$ cat src/verilog/rslb_pkg.sv
package rslb_pkg;
   localparam int RSLB_DATA_W = 8;
   localparam int RSLB_ADDR_W = 8;
   localparam int RSLB_TS_W = 16;
   localparam int RSLB_NUM_ENTRY_CH = 4;
   localparam int RSLB_FIRST_ENTRY_CH = 5;
   localparam logic [7:0] RSLB_OFS_ORDER_CH5 = 8'h84;
   localparam logic [7:0] RSLB_OFS_ORDER_CH6 = 8'h85;
   localparam logic [7:0] RSLB_OFS_ORDER_CH7 = 8'h86;
   localparam logic [7:0] RSLB_OFS_ORDER_CH8 = 8'h87;
   localparam logic [7:0] RSLB_OFS_TS_HIGH_CH1 = 8'h90;
   localparam logic [7:0] RSLB_OFS_TS_LOW_CH1 = 8'h91;
   localparam int RSLB_ORDER_MSB = 7;
   localparam int RSLB_ORDER_LSB = 0;
   localparam logic [7:0] RSLB_LOG_RESET = 8'h00;
   localparam logic [7:0] RSLB_UNMAPPED_READ = 8'h00;
   localparam int RSLB_CLK_HZ = 25000000;
   localparam int RSLB_STEP_TIME_US = 50;
   localparam int RSLB_STEP_CYCLES = (RSLB_CLK_HZ / 1000000) * RSLB_STEP_TIME_US;
   localparam int RSLB_SETTLE_CYCLES = 6;
   typedef enum logic [1:0] {
      RSLB_SEQ_NONE,
      RSLB_SEQ_RISE,
      RSLB_SEQ_FALL
   } rslb_seq_t;
endpackage : rslb_pkg

$ cat src/verilog/rslb_log_bank.sv
`timescale 1ns/1ps
// Behaviour
// - four read-only 8-bit sleep-entry order registers, channels 5-8, 0x84-0x87
// - order tags captured only in the sequence begun by sleep control falling
// - tag taken when the rail falls through the 200mV off threshold
// - stored tag equals rail tag counter value at the crossing
// - channel 1 timestamp high byte readable at 0x90
// - power-on and sleep-exit: timestamp stored on rising undervoltage-low crossing
// - power-off and sleep-entry: timestamp stored on falling off-threshold crossing
// - timer step is 50us
// - log contents undefined until a sequence records them; host must not rely
// - channel 1 timestamp low byte readable at 0x91
module rslb_log_bank #(
   parameter int STEP_CYCLES = rslb_pkg::RSLB_STEP_CYCLES
) (
   input wire logic ref_clk_in,
   input wire logic srst_in,
   input wire logic active_control_in,
   input wire logic sleep_control_in,
   input wire logic [7:0] rail_tag_counter_in,
   input wire logic [3:0] entry_ch_below_off_in,
   input wire logic ch1_below_off_in,
   input wire logic ch1_above_uv_low_in,
   input wire logic rd_en_in,
   input wire logic [7:0] rd_addr_in,
   output logic [7:0] rd_data_out,
   output logic rd_valid_out,
   output logic seq_active_out
);
   localparam int NCH = rslb_pkg::RSLB_NUM_ENTRY_CH;
   localparam int DW = rslb_pkg::RSLB_DATA_W;
   localparam int TSW = rslb_pkg::RSLB_TS_W;
   localparam int NSYNC = 4 + NCH;
   localparam int PRE_W = (STEP_CYCLES > 1) ? $clog2(STEP_CYCLES) : 1;
   localparam int SET_W = $clog2(rslb_pkg::RSLB_SETTLE_CYCLES + 1);
   localparam logic [PRE_W-1:0] PRE_LAST = PRE_W'(STEP_CYCLES - 1);
   localparam logic [SET_W-1:0] SET_LAST = SET_W'(rslb_pkg::RSLB_SETTLE_CYCLES);
   localparam logic [TSW-1:0] TS_MAX = '1;

   // pin edges: level now against level one clock ago
   function automatic logic rslb_rise(input logic now_v, input logic prev_v);
      return now_v & ~prev_v;
   endfunction : rslb_rise

   function automatic logic rslb_fall(input logic now_v, input logic prev_v);
      return ~now_v & prev_v;
   endfunction : rslb_fall

   function automatic logic rslb_hit(input logic [7:0] addr_v, input logic [7:0] ofs_v);
      return addr_v == ofs_v;
   endfunction : rslb_hit

   function automatic logic [7:0] rslb_order_ofs(input int idx);
      logic [7:0] ofs_v;
      ofs_v = rslb_pkg::RSLB_OFS_ORDER_CH5;
      case (idx)
         0: ofs_v = rslb_pkg::RSLB_OFS_ORDER_CH5;
         1: ofs_v = rslb_pkg::RSLB_OFS_ORDER_CH6;
         2: ofs_v = rslb_pkg::RSLB_OFS_ORDER_CH7;
         3: ofs_v = rslb_pkg::RSLB_OFS_ORDER_CH8;
         default: ofs_v = rslb_pkg::RSLB_OFS_ORDER_CH5;
      endcase
      return ofs_v;
   endfunction : rslb_order_ofs

   logic [NSYNC-1:0] raw;
   logic [NSYNC-1:0] sync;
   logic [NCH-1:0] below_now;
   logic act_now;
   logic slp_now;
   logic ch1_off_now;
   logic ch1_uv_now;

   logic act_q;
   logic slp_q;
   logic [NCH-1:0] below_q;
   logic ch1_off_q;
   logic ch1_uv_q;
   logic next_act_q;
   logic next_slp_q;
   logic [NCH-1:0] next_below_q;
   logic next_ch1_off_q;
   logic next_ch1_uv_q;

   logic [SET_W-1:0] settle;
   logic [SET_W-1:0] next_settle;
   logic armed;

   rslb_pkg::rslb_seq_t seq_kind;
   rslb_pkg::rslb_seq_t next_seq_kind;
   logic seq_sleep_entry;
   logic next_seq_sleep_entry;
   logic seq_start;
   logic [PRE_W-1:0] prescale;
   logic [PRE_W-1:0] next_prescale;
   logic [TSW-1:0] seq_timer;
   logic [TSW-1:0] next_seq_timer;

   logic [DW-1:0] order_log [NCH];
   logic [DW-1:0] next_order_log [NCH];
   logic [TSW-1:0] ts_ch1;
   logic [TSW-1:0] next_ts_ch1;

   logic [DW-1:0] rd_data;
   logic [DW-1:0] next_rd_data;
   logic rd_valid;
   logic next_rd_valid;

   // every rail and control level is a pin from outside the clock domain
   assign raw = {ch1_above_uv_low_in, ch1_below_off_in, sleep_control_in, active_control_in,
                 entry_ch_below_off_in};

   rslb_sync #(
      .WIDTH(NSYNC)
   ) u_rslb_sync (
      .ref_clk_in(ref_clk_in),
      .srst_in(srst_in),
      .async_in(raw),
      .level_out(sync)
   );

   assign below_now = sync[NCH-1:0];
   assign act_now = sync[NCH];
   assign slp_now = sync[NCH+1];
   assign ch1_off_now = sync[NCH+2];
   assign ch1_uv_now = sync[NCH+3];

   // the synchroniser leaves reset at zero while idle pins sit high;
   // edges are ignored until it has filled, so no false sequence follows reset
   always_comb begin
      next_settle = settle;
      if (settle != SET_LAST) begin
         next_settle = settle + SET_W'(1);
      end
   end

   assign armed = (settle == SET_LAST);

   always_ff @(posedge ref_clk_in) begin
      if (srst_in) begin
         settle <= '0;
      end else begin
         settle <= next_settle;
      end
   end

   always_comb begin
      next_act_q = act_now;
      next_slp_q = slp_now;
      next_below_q = below_now;
      next_ch1_off_q = ch1_off_now;
      next_ch1_uv_q = ch1_uv_now;
   end

   always_ff @(posedge ref_clk_in) begin
      if (srst_in) begin
         act_q <= 1'b0;
         slp_q <= 1'b0;
         below_q <= '0;
         ch1_off_q <= 1'b0;
         ch1_uv_q <= 1'b0;
      end else begin
         act_q <= next_act_q;
         slp_q <= next_slp_q;
         below_q <= next_below_q;
         ch1_off_q <= next_ch1_off_q;
         ch1_uv_q <= next_ch1_uv_q;
      end
   end

   // sequence kind and timer; sleep control falling wins over any active control edge, active control falling over sleep control rising
   always_comb begin
      next_seq_kind = seq_kind;
      next_seq_sleep_entry = seq_sleep_entry;
      next_prescale = prescale;
      next_seq_timer = seq_timer;
      seq_start = 1'b0;
      if (armed) begin
         if (rslb_fall(slp_now, slp_q)) begin
            next_seq_kind = rslb_pkg::RSLB_SEQ_FALL;
            next_seq_sleep_entry = 1'b1;
            seq_start = 1'b1;
         end else if (rslb_fall(act_now, act_q)) begin
            next_seq_kind = rslb_pkg::RSLB_SEQ_FALL;
            next_seq_sleep_entry = 1'b0;
            seq_start = 1'b1;
         end else if (rslb_rise(slp_now, slp_q) || rslb_rise(act_now, act_q)) begin
            next_seq_kind = rslb_pkg::RSLB_SEQ_RISE;
            next_seq_sleep_entry = 1'b0;
            seq_start = 1'b1;
         end
      end
      if (seq_start) begin
         next_prescale = '0;
         next_seq_timer = '0;
      end else if (seq_kind != rslb_pkg::RSLB_SEQ_NONE) begin
         if (prescale == PRE_LAST) begin
            next_prescale = '0;
            // a full timer ends the sequence rather than wrapping to small values
            if (seq_timer == TS_MAX) begin
               next_seq_kind = rslb_pkg::RSLB_SEQ_NONE;
               next_seq_sleep_entry = 1'b0;
            end else begin
               next_seq_timer = seq_timer + TSW'(1);
            end
         end else begin
            next_prescale = prescale + PRE_W'(1);
         end
      end
   end

   always_ff @(posedge ref_clk_in) begin
      if (srst_in) begin
         seq_kind <= rslb_pkg::RSLB_SEQ_NONE;
         seq_sleep_entry <= 1'b0;
         prescale <= '0;
         seq_timer <= '0;
      end else begin
         seq_kind <= next_seq_kind;
         seq_sleep_entry <= next_seq_sleep_entry;
         prescale <= next_prescale;
         seq_timer <= next_seq_timer;
      end
   end

   // captures look at the next sequence state, so a rail that crosses in the
   // very cycle its sequence starts is logged with timestamp zero
   always_comb begin
      for (int i = 0; i < NCH; i++) begin
         next_order_log[i] = order_log[i];
      end
      next_ts_ch1 = ts_ch1;
      if (armed && next_seq_sleep_entry && next_seq_kind == rslb_pkg::RSLB_SEQ_FALL) begin
         for (int i = 0; i < NCH; i++) begin
            if (rslb_rise(below_now[i], below_q[i])) begin
               next_order_log[i] = rail_tag_counter_in[rslb_pkg::RSLB_ORDER_MSB:rslb_pkg::RSLB_ORDER_LSB];
            end
         end
      end
      if (armed && next_seq_kind == rslb_pkg::RSLB_SEQ_FALL
          && rslb_rise(ch1_off_now, ch1_off_q)) begin
         next_ts_ch1 = next_seq_timer;
      end else if (armed && next_seq_kind == rslb_pkg::RSLB_SEQ_RISE
                   && rslb_rise(ch1_uv_now, ch1_uv_q)) begin
         next_ts_ch1 = next_seq_timer;
      end
   end

   always_ff @(posedge ref_clk_in) begin
      if (srst_in) begin
         for (int i = 0; i < NCH; i++) begin
            order_log[i] <= rslb_pkg::RSLB_LOG_RESET;
         end
         ts_ch1 <= {rslb_pkg::RSLB_LOG_RESET, rslb_pkg::RSLB_LOG_RESET};
      end else begin
         for (int i = 0; i < NCH; i++) begin
            order_log[i] <= next_order_log[i];
         end
         ts_ch1 <= next_ts_ch1;
      end
   end

   // read port: answer in the next cycle, data holds between reads
   always_comb begin
      next_rd_valid = rd_en_in;
      next_rd_data = rd_data;
      if (rd_en_in) begin
         next_rd_data = rslb_pkg::RSLB_UNMAPPED_READ;
         for (int i = 0; i < NCH; i++) begin
            if (rslb_hit(rd_addr_in, rslb_order_ofs(i))) begin
               next_rd_data = order_log[i];
            end
         end
         if (rslb_hit(rd_addr_in, rslb_pkg::RSLB_OFS_TS_HIGH_CH1)) begin
            next_rd_data = ts_ch1[TSW-1 -: DW];
         end
         if (rslb_hit(rd_addr_in, rslb_pkg::RSLB_OFS_TS_LOW_CH1)) begin
            next_rd_data = ts_ch1[DW-1:0];
         end
      end
   end

   always_ff @(posedge ref_clk_in) begin
      if (srst_in) begin
         rd_valid <= 1'b0;
         rd_data <= rslb_pkg::RSLB_UNMAPPED_READ;
      end else begin
         rd_valid <= next_rd_valid;
         rd_data <= next_rd_data;
      end
   end

   assign rd_data_out = rd_data;
   assign rd_valid_out = rd_valid;
   assign seq_active_out = (seq_kind != rslb_pkg::RSLB_SEQ_NONE);
endmodule : rslb_log_bank

$ cat src/verilog/rslb_sync.sv
`timescale 1ns/1ps
module rslb_sync #(
   parameter int WIDTH = 1
) (
   input wire logic ref_clk_in,
   input wire logic srst_in,
   input wire logic [WIDTH-1:0] async_in,
   output logic [WIDTH-1:0] level_out
);
   logic [WIDTH-1:0] stage1;
   logic [WIDTH-1:0] stage2;
   logic [WIDTH-1:0] stage3;
   logic [WIDTH-1:0] next_level;
   // a change counts only once the second and third stage agree
   always_comb begin
      for (int i = 0; i < WIDTH; i++) begin
         next_level[i] = (stage2[i] == stage3[i]) ? stage3[i] : level_out[i];
      end
   end
   always_ff @(posedge ref_clk_in) begin
      if (srst_in) begin
         stage1 <= '0;
         stage2 <= '0;
         stage3 <= '0;
         level_out <= '0;
      end else begin
         stage1 <= async_in;
         stage2 <= stage1;
         stage3 <= stage2;
         level_out <= next_level;
      end
   end
endmodule : rslb_sync
$ cat config.mk
export PLATFORM = sky130hd
export DESIGN_NAME = rslb_log_bank
export DESIGN_NICKNAME = d
export VERILOG_FILES = /design/src/verilog/rslb_pkg.sv /design/src/verilog/rslb_log_bank.sv /design/src/verilog/rslb_sync.sv
export SDC_FILE = /design/constraint.sdc
export NUM_CORES = 1
export LEC_CHECK = 0
export ABC_AREA = 1
export BUFFER_PORTS_ARGS = -buffer_cell sky130_fd_sc_hd__buf_2
export CORE_MARGIN = 2
export CORE_UTILIZATION = 30
export CTS_CLUSTER_DIAMETER = 120
export DETAILED_ROUTE_END_ITERATION = 12
export HOLD_SLACK_MARGIN = 0.12
export PLACE_DENSITY = 0.49
export REMOVE_ABC_BUFFERS = 1
export SYNTH_ARGS = -nofsm -noshare
export SYNTH_HDL_FRONTEND = slang
export SYNTH_SLANG_ARGS = --single-unit
$ cat constraint.sdc
create_clock -name ref_clk_in -period 2.2 [get_ports ref_clk_in]
set_input_delay 0.44 -clock ref_clk_in [delete_from_list [all_inputs] [get_ports ref_clk_in]]
set_output_delay 0.44 -clock ref_clk_in [all_outputs]
set_load 0.1 [all_outputs]
==> flow_summary_export.csv <==
group,metric,value,unit
run_status,status,"complete, no violations",
cts,cts_buffer_depth,2,
cells_and_area,multi_input_area,2950,um^2
die,die_area,21500,um^2
drt,wl_met2,6260,um
sta,max_freq,496,MHz
setup_path,endpoint,"ts_ch1[10]$_SDFFE_PP0P_",
yosys,syn_avg_cell_area,7.13,um^2
drt,drt-total-wl,14100,um
setup_path,arrival,2340,ps
drt,drt_iter0_drc,272,
worst_hold_path,hold_path_class,"in -> reg",
pwr,power_density,768,nW/um^2
setup_path,path_class,"reg -> reg",
grt,grt_pass1_vias,4778,
drt,routedWlPerCell,11.8,um
sta,slew_headroom,0.627,
setup_path,cp.depth,12,
placed_design,gp_congestion,0.845,
cts,insertion_delay,420,ps
setup_path,cp_slowest_cell,"dfxtp_1",
yosys,netlist_area,6100,um^2
yosys,yosys_warnings,0,
cells_and_area,regArea,2600,um^2
cells_and_area,postLayoutCellArea,7330,um^2
die,die_h,147,um
cts,clkTransAtPathRegs,60,ps
pwr,ir_drop,526,uV
cells_and_area,fin_nets,942,
grt,grt_pass1_wl,23400,um
placed_design,placedInstanceArea,6630,um^2
setup_path,crit_chain,"ha_1 -> nand3_1 -> nor2_4 -> nand3_4 -> nor2_4 -> nand3_4 -> nand4_4 -> nand2_8 -> inv_1 -> nand2_1 -> nand2_1 -> inv_1",
drt,highest_layer,"met4",
drt,firstDrtPassIters,4,
placed_design,numPortBuffers,36,
cells_and_area,fin_util,0.365,
setup_path,r2r-start,"seq_timer[0]$_SDFF_PP0_",
drt,postRouteAntennaNets,0,
drt,via_per_inst,4.33,
grt,gr-total-overflow,0,
setup_path,rr_worst_depth,12,
sta,slew_violations,0,
cts,cts_buffers,17,
sta,setup_viol,0,
sta,hold_viol,0,
setup_path,startpoint_type,"register",
setup_path,cp_num_buf_inv,2,
grt,grt_use_total,0.136,
cts,cts-root-buf,"clkbuf_16",
die,io_pins,37,
cts,cts_tree,"done",
die,die_w,147,um
drt,dr_wl_met3,527,um
setup_path,critPathRequiredTime,2520,ps
setup_path,crit_start,"seq_timer[0]$_SDFF_PP0_",
grt,grt_max_degree,51,
grt,antenna_found_initial,0,
sta,rsz0062_at_grt,"false",
drt,m1WireLength,7180,um
drt,via_count,5168,
sta,fin_crit_sh,0.917,
sta,finalCriticalPeriod,2020,ps
sta,finalClockSkew,8.96,ps
die,start_util,0.303,
yosys,seq_area_frac_synth,0.427,
setup_path,crit_path_end_kind,"register",
cells_and_area,synthToLayoutAreaGrowth,20.2,%
cells_and_area,diodes,0,
cells_and_area,drive_gt1_frac,0.193,
die,core-area,20100,um^2
sta,finalSetupTns,0,ps
placed_design,hpwl,9990,um
cts,htreeDepth,4,
pwr,leakage,0.00297,uW
drt,drc,0,
yosys,ys_types,36,
cells_and_area,nFillCells,2156,
setup_path,worstReg2RegEnd,"ts_ch1[10]$_SDFFE_PP0P_",
setup_path,cp_slowest_stage_delay,370,ps
yosys,synthCells,855,
yosys,synth_seq_cells,130,
cts,clkSinkCount,130,
cts,holdBufCountCts,0,
job,cap_violations,0,
sta,tightest_slew,560,ps
die,std_cell_rows,52,
setup_path,path_delay_family,"simple AND/OR/NAND/NOR gates",
setup_path,r2r_slack,180,ps
setup_path,crit_path_max_fanout,19,
==> metal layers <==
| metal | vias to the layer above | track usage |
|---|---|---|
| met5 | - | 0 |
| li1 | 2775 | - |
| met1 | 2303 | 0.185 |
| met2 | 79 | 0.209 |
| met4 | 0 | 0.0437 |
| met3 | 11 | 0.0363 |
==> report_power, final <==
group / internal [uW] / leakage, uW / switching [uW]
logic: 56.8 / 0.00162 / 120
clock network: 1970 / 0.000305 / 1090
registers: 2380 / 0.00105 / 11.7
==> worst min path at each step <==
stage | startpoint | end | slack, ps | depth (start not counted)
4_1_cts | active_control_in | u_rslb_sync.stage1[4]$_SDFF_PP0_ | 200 | 3
2_1_floorplan | u_rslb_sync.stage1[0]$_SDFF_PP0_ | u_rslb_sync.stage2[0]$_SDFF_PP0_ | 390 | 2
3_5_place_dp | u_rslb_sync.stage1[1]$_SDFF_PP0_ | u_rslb_sync.stage2[1]$_SDFF_PP0_ | 390 | 2
3_3_place_gp | u_rslb_sync.stage1[6]$_SDFF_PP0_ | u_rslb_sync.stage2[6]$_SDFF_PP0_ | 390 | 2
6_report | active_control_in | u_rslb_sync.stage1[4]$_SDFF_PP0_ | 220 | 3
5_1_grt | entry_ch_below_off_in[1] | u_rslb_sync.stage1[1]$_SDFF_PP0_ | 200 | 3
==> worst reg2reg max path, delay by kind of cell (launching register included) <==
kind / cells / cell delay [ps]
buffers and inverters: 2 / 150
and+or+nand+nor: 9 / 1160
adders and majority gates: 1 / 240
DFF: 1 / 370
==> through the flow <==
step / setup slack, ps / power, uW / hold slack [ps] / std cells
floorplan: 26.9 / 2540 / 388 / 836
global placement: 126 / 2620 / 392 / 1158
detailed placement: 94.6 / 2620 / 393 / 1158
CTS: 45.8 / 5710 / 198 / 1190
global route: 3.30 / 5840 / 204 / 1193
finish: 182 / 5630 / 216 / 1193
==> kinds of logic (layout without fill, tap and decap cells) <==
group,count (synthesis),after routing,synth area share
AOI/OAI and AO/OA,51,51,0.0523
DFF,130,130,0.427
xor gates and xnor gates,8,8,0.0115
buffers and inverters,138,206,0.0935
adders and majority gates,5,5,0.0103
and+or+nand+nor,523,523,0.406
==> synth_stat cells (all sizes together) <==
| cell | n | area [um^2] |
|---|---|---|
| a21oi | 37 | 238 |
| clkinv | 2 | 7.51 |
| ha | 5 | 62.6 |
| o21a | 1 | 7.51 |
| or2 | 2 | 12.5 |
| nand2 | 181 | 707 |
| dfxtp | 130 | 2600 |
| xnor2 | 2 | 17.5 |
| o22ai | 1 | 6.26 |
| nand4 | 21 | 161 |
| o21bai | 3 | 22.5 |
| buf | 11 | 93.8 |
| o21ai | 9 | 45.0 |
| and2 | 1 | 6.26 |
| nor3b | 1 | 7.51 |
| xor2 | 6 | 52.6 |
| inv | 117 | 439 |
| clkbuf | 8 | 30.0 |
| nor2 | 212 | 956 |
| nor3 | 16 | 101 |
| nand3 | 89 | 523 |
==> what timing repair did <==
item / in CTS / in global routing
buffers inserted: 0 / 2
resized for setup: 0 / 6
endpoints found under the setup margin: 0 / 46
==> sequential cells by signal, indices dropped and copies added (netlist names) <==
signal	count
seq_kind	2
u_rslb_sync.stage1	8
u_rslb_sync.stage3	8
ts_ch1	16
slp_q	1
prescale	11
seq_sleep_entry	1
settle	3
below_q	4
order_log	32
act_q	1
ch1_off_q	1
u_rslb_sync.stage2	8
u_rslb_sync.level_out	8
rd_data_out	8
ch1_uv_q	1
seq_timer	16
rd_valid_out	1
==> cell type report <==
| type | instances | area share |
|---|---|---|
| multi-input combinational | 587 | 0.403 |
| sequential | 130 | 0.355 |
| clock buffer | 21 | 0.0628 |
| inverter | 119 | 0.0609 |
| timing repair buffer | 55 | 0.0481 |
| tap | 270 | 0.0461 |
| clock inverter | 11 | 0.0239 |
==> cells in the final DEF (no fill, tap or decap), drive strengths merged <==
cell type	n
nor3	16
and2	1
inv	120
o22ai	1
nor3b	1
o21a	1
o21bai	3
o21ai	9
buf	54
xnor2	2
ha	5
dfxtp	130
nand3	89
a21oi	37
bufinv	4
nand4	21
nand2	181
clkinv	4
clkinvlp	2
xor2	6
nor2	212
or2	2
clkbuf	22
(Power assumes the default switching activity.)
